[config.mk]
export PLATFORM = sky130hd
export DESIGN_NAME = arc_top
export DESIGN_NICKNAME = d
export VERILOG_FILES = /design/src/arc_pkg.sv /design/src/arc_top.sv
export SDC_FILE = /design/constraint.sdc
export NUM_CORES = 1
export LEC_CHECK = 0
export BUFFER_PORTS_ARGS = -buffer_cell sky130_fd_sc_hd__buf_2
export CORE_MARGIN = 8
export CORE_UTILIZATION = 55
export CTS_BUF_LIST = sky130_fd_sc_hd__clkbuf_8 sky130_fd_sc_hd__clkbuf_16
export DETAILED_ROUTE_END_ITERATION = 8
export PLACE_DENSITY = 0.76
export SLEW_MARGIN = 20
export SYNTH_ARGS = -nofsm -noshare
export SYNTH_HDL_FRONTEND = slang
export SYNTH_SLANG_ARGS = --single-unit
[constraint.sdc]
create_clock -name ref_clk -period 18.2 [get_ports ref_clk]
set_clock_uncertainty 0.1 [all_clocks]
set_input_delay 1.82 -clock ref_clk [delete_from_list [all_inputs] [get_ports ref_clk]]
set_output_delay 1.82 -clock ref_clk [all_outputs]
set_load 0.1 [all_outputs]
[src/arc_pkg.sv]
package arc_pkg;

  // ----------------------------------------------------------------------
  // Configuration fields
  // ----------------------------------------------------------------------
  localparam int          TRIM_LSB        = 0;
  localparam int          TRIM_MSB        = 7;
  localparam logic [7:0]  TRIM_RESET      = 8'h50;
  localparam logic        EXTREF_RESET    = 1'h0;
  localparam logic [3:0]  COMP_RESET_PAT  = 4'h3;
  localparam logic [23:0] CODE_RESET      = 24'h000000;

  // ----------------------------------------------------------------------
  // Timing
  // ----------------------------------------------------------------------
  localparam int CLK_MHZ     = 200;
  localparam int SETTLE_US   = 1000;
  localparam int SETTLE_CYC  = SETTLE_US * CLK_MHZ;
  localparam int FILT_DMCLK  = 3;
  localparam int AZ_PHASES   = 4;

  typedef enum logic [1:0] {
    ARC_HOLD,
    ARC_SETTLE,
    ARC_RUN
  } arc_mode_e;

  typedef struct packed {
    logic       ext_ref;
    logic [7:0] trim;
  } arc_cfg_s;

  typedef struct packed {
    logic [23:0] code;
    logic        valid;
  } arc_chan_s;

endpackage

[src/arc_top.sv]
`timescale 1ns/1ps

// Overview of operation
// - External reference select high turns reference pins into a differential input.
// - Eight-bit reference trim in first configuration register bits 7..0, default 0x50.
// - Reference buffer auto-zero steps with master clock rising edges.
// - After power-on reset, conversion strobes run with default configuration.
// - Reset pin low holds all channels in reset with zero output code.
// - Hard reset clears modulators and forces comparator pattern 0011.
// - Hard reset clears decimation filters and their double output buffers.
// - Reset pin acts independently of SPI and restores register defaults.
// - Reset pin low ignores SPI writes, registers unchanged.
// - Reset pin low tri-states serial data output and conversion strobe.
// - Bias stays powered during hard reset; conversion resumes after the filter settling window.
module arc_top #(
  parameter int NCH        = 8,
  parameter int OSR        = 256,
  parameter int DMCLK_DIV  = 4
) (
  input  wire logic               ref_clk,          // 200 MHz system clock
  input  wire logic               rst,              // Asynchronous power-on reset
  input  wire logic               hard_reset_n,     // Reset pin, active low
  input  wire logic               mclk,             // Master clock pin
  input  wire logic               spi_wr,           // SPI write strobe for config
  input  wire arc_pkg::arc_cfg_s  spi_wdata,        // SPI write data
  input  wire logic [NCH-1:0]     mod_bit,          // Modulator bitstreams
  input  wire logic               sdo_data,         // Serial data from SPI engine
  output logic                    ref_pin_drive_oe, // Drive internal ref onto pin
  output logic                    ref_diff_in_en,   // Reference pins as diff input
  output arc_pkg::arc_cfg_s       cfg_out,          // Configuration register
  output logic [1:0]              az_phase,         // Reference buffer auto-zero phase
  output logic [NCH*4-1:0]        comp_out,         // Comparator outputs per channel
  output logic [NCH*24-1:0]       chan_code,        // Channel output codes
  output logic                    bias_on,          // Bias circuits powered
  output logic                    sdo_o,            // Serial data out
  output logic                    sdo_oe,           // Serial data enable
  output logic                    conversion_done_strobe_n, // Strobe, active low
  output logic                    strobe_oe         // Strobe enable
);

  localparam int SETTLE_OSR = OSR * arc_pkg::FILT_DMCLK * DMCLK_DIV;

  typedef struct packed {
    logic [2:0]          rsync;
    logic [2:0]          msync;
    logic                mclk_lvl;
    arc_pkg::arc_cfg_s   cfg;
    arc_pkg::arc_mode_e  mode;
    logic [31:0]         cnt;
    logic [1:0]          az;
    logic [NCH*4-1:0]    comp;
    logic [NCH*24-1:0]   acc;
    logic [NCH*24-1:0]   obuf;
    logic                strobe_n;
    logic                oe;
    logic                sdo;
    logic                drv_oe;
  } arc_state_s;

  arc_state_s s_q, s_d;
  logic       rpin_low;
  logic       rpin_stable;
  logic       mclk_rise;

  // ----------------------------------------------------------------------
  // Next-state logic
  // ----------------------------------------------------------------------
  always_comb begin
    s_d = s_q;
    s_d.rsync = {s_q.rsync[1:0], hard_reset_n};
    s_d.msync = {s_q.msync[1:0], mclk};
    rpin_stable = (s_q.rsync[2] == s_q.rsync[1]);
    rpin_low = rpin_stable ? !s_q.rsync[1] : (s_q.mode == arc_pkg::ARC_HOLD);
    mclk_rise = 1'b0;
    if (s_q.msync[2] == s_q.msync[1]) begin
      s_d.mclk_lvl = s_q.msync[1];
      mclk_rise = s_q.msync[1] && !s_q.mclk_lvl;
    end
    if (mclk_rise) begin
      s_d.az = s_q.az + 2'h1;
    end
    s_d.sdo = sdo_data;
    if (rpin_low) begin
      s_d.cfg.ext_ref = arc_pkg::EXTREF_RESET;
      s_d.cfg.trim = arc_pkg::TRIM_RESET;
      s_d.mode = arc_pkg::ARC_HOLD;
      s_d.cnt = 32'h0;
      s_d.comp = {NCH{arc_pkg::COMP_RESET_PAT}};
      s_d.acc = '0;
      s_d.obuf = '0;
      s_d.strobe_n = 1'b1;
      s_d.oe = 1'b0;
    end else begin
      s_d.oe = 1'b1;
      if (spi_wr) begin
        s_d.cfg = spi_wdata;
      end
      s_d.strobe_n = 1'b1;
      if (mclk_rise) begin
        for (int i = 0; i < NCH; i++) begin
          s_d.comp[i*4 +: 4] = {s_q.comp[i*4 +: 3], mod_bit[i]};
          s_d.acc[i*24 +: 24] = s_q.acc[i*24 +: 24] + {23'h0, mod_bit[i]};
        end
      end
      unique case (s_q.mode)
        arc_pkg::ARC_HOLD: begin
          s_d.mode = arc_pkg::ARC_SETTLE;
          s_d.cnt = 32'h0;
        end
        arc_pkg::ARC_SETTLE: begin
          s_d.cnt = s_q.cnt + 32'h1;
          if (s_q.cnt >= 32'(SETTLE_OSR - 1)) begin
            s_d.mode = arc_pkg::ARC_RUN;
            s_d.cnt = 32'h0;
          end
        end
        arc_pkg::ARC_RUN: begin
          s_d.cnt = s_q.cnt + 32'h1;
          if (s_q.cnt >= 32'(OSR * DMCLK_DIV - 1)) begin
            s_d.cnt = 32'h0;
            s_d.obuf = s_q.acc;
            s_d.acc = '0;
            s_d.strobe_n = 1'b0;
          end
        end
      endcase
    end
    // Registered so the reference pin driver never sees a combinational glitch.
    s_d.drv_oe = !s_d.cfg.ext_ref;
  end

  // ----------------------------------------------------------------------
  // State register
  // ----------------------------------------------------------------------
  always_ff @(posedge ref_clk or posedge rst) begin
    if (rst) begin
      s_q <= '{rsync: 3'h0, msync: 3'h0, mclk_lvl: 1'b0,
               cfg: '{ext_ref: arc_pkg::EXTREF_RESET, trim: arc_pkg::TRIM_RESET},
               mode: arc_pkg::ARC_HOLD, cnt: 32'h0, az: 2'h0,
               comp: {NCH{arc_pkg::COMP_RESET_PAT}}, acc: '0, obuf: '0,
               strobe_n: 1'b1, oe: 1'b0, sdo: 1'b0, drv_oe: !arc_pkg::EXTREF_RESET};
    end else begin
      s_q <= s_d;
    end
  end

  // Bias is never removed by the reset pin, only by power loss.
  assign bias_on = 1'b1;
  assign ref_diff_in_en = s_q.cfg.ext_ref;
  assign ref_pin_drive_oe = s_q.drv_oe;
  assign cfg_out = s_q.cfg;
  assign az_phase = s_q.az;
  assign comp_out = s_q.comp;
  assign chan_code = s_q.obuf;
  assign sdo_o = s_q.sdo;
  assign sdo_oe = s_q.oe;
  assign conversion_done_strobe_n = s_q.strobe_n;
  assign strobe_oe = s_q.oe;
endmodule

======== Word-level counts from Yosys, hierarchy flattened ========
Cells that the tools add are included.
cells by class
  add/subtract/negate cells ............... 10
  magnitude comparators ................... 2
  equal/unequal tests ..................... 5
  muxes and demuxes ....................... 12
  reduce and logical (&&, ||, !) cells .... 12
operators by type and width
  operator               number
  $mux 385               2
  $mux 418               1
  $mux 224               1
  $add 24x1->24          8
  $pmux 32 s3            1
  $mux 43                1
  $mux 34                1
  $add 32x1->32 const B  1
  $ge 32x10->1 const B   1
  $ge 32x12->1 const B   1
  $mux 32                1
  $mux 9                 1
  $reduce_bool 2->1      4
  $pmux 2 s2             1
  $reduce_and 2->1       2
  $logic_not 1->1        3
  $ne 3x3->1 const B     1
  $reduce_bool 3->1      1
  $add 2x1->2 const B    1
  $eq 1x1->1             2
  $eq 2x1->1 const B     1
  $eq 2x2->1 const B     1
  $logic_not 2->1        1
  $mux 1                 2
  $logic_and 1x1->1      1
word-level totals
  bits in registers ....................... 472
  bits of input ports ..................... 23
  output and inout bits ................... 242
  logic and storage cells ................. 56

======== Depth between registers and ports, before layout ========
  depth after elaboration ................. 7
  depth in mapped cells ................... 9
  depth with buffers taken out ............ 7

======== Least setup slack after synthesis ========
No wires, ideal clock.
  path kind ............................... input -> register
  start point ............................. input mod_bit[7]
  end point ............................... register s_q[383] (netlist bit)
  setup time .............................. 0.132 ns
  arrival time ............................ 3.349 ns
  required time ........................... 17.968 ns
  path slack .............................. 14.620 ns
  stages on the path ...................... 6
  path buffers ............................ 0
  cell sequence ........................... ha_1 > nand3_1 > nor4_2 > or4b_2 > xor2_1 > nor2_1
RTL lines
  item                    line            text
  start: declaration      arc_top.sv:26   input wire logic [NCH-1:0] mod_bit,
  end signal: assignment  arc_top.sv:137  s_q <= '{rsync: 3'h0, msync: 3'h0, mclk_lvl: 1'b0,
  end: declaration        arc_top.sv:60   arc_state_s s_q, s_d;

======== Final worst setup path ========
  start point ............................. register s_q[422] (netlist bit)
  end point ............................... register s_q (netlist bit chan_code[155])
between the ends
  longest elaborated chain between the ends .. 3
ends and longest elaborated chain
  item                                line            text
  $ge 32x10->1                        arc_top.sv:119  if (s_q.cnt >= 32'(OSR * DMCLK_DIV - 1)) begin
  $reduce_bool 2->1 (no source line)  -
  $reduce_and 2->1 (no source line)   -
Every way passes these cells.
A chain may end at the register's enable or synchronous reset.

==> metrics <==
vias in the first global route about 16k; Crit path top cell by count nand2_1; CTS Buf Count 49; drt pass-1 iters 5; Post-synth EDFFs 0; peak fanout along the critical path 87; die area 46600 sq um; drt via density 5.34; area fraction in compound gates after synthesis 5.69%; # nets final ~2.4k; Avg WL per Cell 16.7 microns; final wirelength 48500 microns; Initial DRC Count 940; simple-gate area share of the yosys netlist 20.9%; Setup-failing EPs final 0; crit-path cells ha_1, nand2_1, o31ai_1, o31a_2, buf_4, nand2_1, a21oi_1; num rows between 70 and 80; largest family of logic cells by synthesized area simple AND/OR/NAND/NOR gates; placed cells 2819; first-pass GRT wire length 81100 microns; RSZ-0062 raised after global routing false; DRT antenna net count 0; antenna violations before repair 0; prevailing post-synth register cell dfrtp_1; Yosys reg bits 472; clk buf depth 3; routed vias 15.6k; Yosys top cell area share 51.5%; synth top area cells dfrtp_1 (52%), nand2_1 (9.5%), buf_4 (8.1%); Max Cap Viol 0; number of max-slew violations in the final report 0; Post-CTS Setup Bufs 0; post-CTS sizing 0; worst endpoint data arrival time 4.09 ns; Synth Area in XOR/XNOR 7.30%; Worst IR Drop VDD between 100 and 150 uV; clk slew on worst S/H paths approximately 0.06 ns; Die Span Y 216 microns; sequential share of the synthesized area 53.9%; power per cell area 105 nW/um^2; H-tree Lvls 2; leading area contributor after synthesis dfrtp_1; Slew headroom between 20% and 30%; gr usage total between 20% and 30%; slowest CP cell o31a_2; hpwl dp 31000 microns; antenna diode count 0; Clock Sinks 472; area share of fa/ha/maj cells after synthesis under 10%; synthesis-to-finish area growth 7.71%; Worst-Margin Slew 1.10 ns; Warnings, synthesis 0; port bufs between 200 and 300; mapped cell area between 20000 and 25000 sq um; Core ar. 39500 sq um; Max Clk Rate 269 MHz; CP max stage delay between 0.8 and 0.9 ns; Min Hold Slack 0.250 ns; global route total overflow 0; CTS root buf clkbuf_16; fin cells 2911; min cycle time layout 3.72 ns; Worst-Skew Late Latency 0.57 ns; setup_tns 0 ns; CP endpoint kind flip-flop; share of cells above drive strength 1 16.5%; Leak around 11 nW; mux contribution to synthesized area 0.416%; status complete, no violations; Cells after Synth 2350; Die W roughly 220 microns; post-synth cell types 46; FFs w/ async S/R, synth 100%; gpl congestion 0.796; initial core utilization 55.5%; CP startpoint kind flip-flop; pin count of the biggest net entering global routing about 220; I/O pin count 265; Setup CP Type reg2reg; Hold Path Class reg2reg; CTS tree built; fin crit share 20.4%; number of remaining DRC errors 0; CTS Hold Bufs 0; Required @ worst endpoint 18.57 ns; Avg Inst Size Synth 9.34 sq um; endpoints failing hold 0
[cell type report]
cell class / instances / area, sq um
Sequential cell: 472 / 11800
Inverter: 21 / 86.3
Multi-Input combinational cell: 1525 / 7890
Tap cell: 525 / 657
Fill cell: 3324 / 15900
Clock buffer: 69 / 1520
Timing Repair Buffer: 276 / 1460
Clock inverter: 23 / 179
[power breakdown]
| part | internal [mW] | switching, mW |
|---|---|---|
| Sequential | 1.07 | 0.0132 |
| Clock | 0.622 | 0.409 |
| Combinational | 0.0385 | 0.318 |
| Total | 1.73 | 0.740 |
[final timing paths]
| kind | from | endpoint | slack (ns) | cells after the start |
|---|---|---|---|---|
| min in group asynchronous | rst | cfg_out[3]$_DFFE_PP0P_ | 1.33 | 2 |
| hold reg to reg | s_d[467]$_DFF_PP0_ | s_d[468]$_DFF_PP0_ | 0.25 | 0 |
| setup / recovery | s_q[422]$_DFF_PP0_ | chan_code[155]$_DFFE_PP0P_ | 14.48 | 7 |
| hold / removal | s_d[467]$_DFF_PP0_ | s_d[468]$_DFF_PP0_ | 0.25 | 0 |
| setup reg to reg | s_q[422]$_DFF_PP0_ | chan_code[155]$_DFFE_PP0P_ | 14.48 | 7 |
| max in group asynchronous | rst | s_q[276]$_DFF_PP0_ | 15.11 | 3 |
[cells in the final DEF, fill, tap and decap left out, types with 27 or more instances in the layout]
master and count:
nand3_1 82, nand4_1 47, nor2_1 220, xnor2_1 82, nor3_1 27, buf_2 263
a21oi_1 229, inv_1 32, xor2_1 101, clkbuf_16 51, dfrtp_1 452, and3_1 30
nand2_1 557
[cell usage after synthesis (2+ instances only)]
| cell type | count |
|---|---|
| conb_1 | 2 |
| nand4b_1 | 4 |
| a21oi_1 | 229 |
| and4b_1 | 2 |
| dfstp_2 | 20 |
| ha_1 | 20 |
| nand3_1 | 82 |
| dfrtp_1 | 452 |
| o21ai_0 | 5 |
| or3_1 | 7 |
| nand2_1 | 558 |
| nand4_1 | 47 |
| buf_4 | 237 |
| clkbuf_1 | 86 |
| nor2b_1 | 2 |
| inv_1 | 21 |
| and2_1 | 9 |
| and2_0 | 2 |
| nor2_1 | 220 |
| or2_2 | 4 |
| buf_1 | 4 |
| nor4_2 | 3 |
| buf_2 | 24 |
| nor4_1 | 22 |
| and4_1 | 22 |
| and3_1 | 30 |
| mux2i_1 | 8 |
| xnor2_1 | 82 |
| xor2_1 | 101 |
| or4_1 | 3 |
| nor3_1 | 27 |
[state kept, by name, indices dropped and copies added, names as in the netlist]
name	flops
s_q	229
chan_code	192
comp_out	32
cfg_out	8
s_d	4
az_phase	2
conversion_done_strobe_n	1
ref_diff_in_en	1
ref_pin_drive_oe	1
sdo_o	1
sdo_oe	1
[critical path: cells and delay by family, from the launching register on]
kind,cells,cell delay (ns)
buf+inv,1,0.81
flops,1,0.36
compound gates,3,1.65
fa+ha+maj,1,0.27
simple gates,2,0.33
[metrics by stage]
step                      power [mW]  instance area, sq um  setup WS [ns]  utilization [%]
after floorplan                 1.40                 22000           3.15                -
after global placement          1.46                 21900          14.23             55.4
after detailed placement        1.47                 21900          14.17             55.4
after CTS                       2.50                 23600          14.43             59.8
after global routing            2.57                 23600          14.16             59.8
final                           2.47                 23600          14.48             59.8
[logic make-up after synthesis]
kind of cell,count (synthesis)
AO/OA/AOI/OAI,242
multiplexers,9
flip-flops,472
adder cells (fa/ha/maj),21
AND/OR/NAND/NOR,1049
buffers and inverters,372
XOR/XNOR,183
other,2
[metal layers]
layer | wire (microns) | share of wire (%) | global-route usage [%]
met4 | 1210 | 2.5 | 6.83
met5 | 0 | 0 | 0
met1 | 21200 | 44 | 27.2
met2 | 23600 | 49 | 34.1
met3 | 2530 | 5.2 | 3.85
Power figures use the tool's default switching activity.
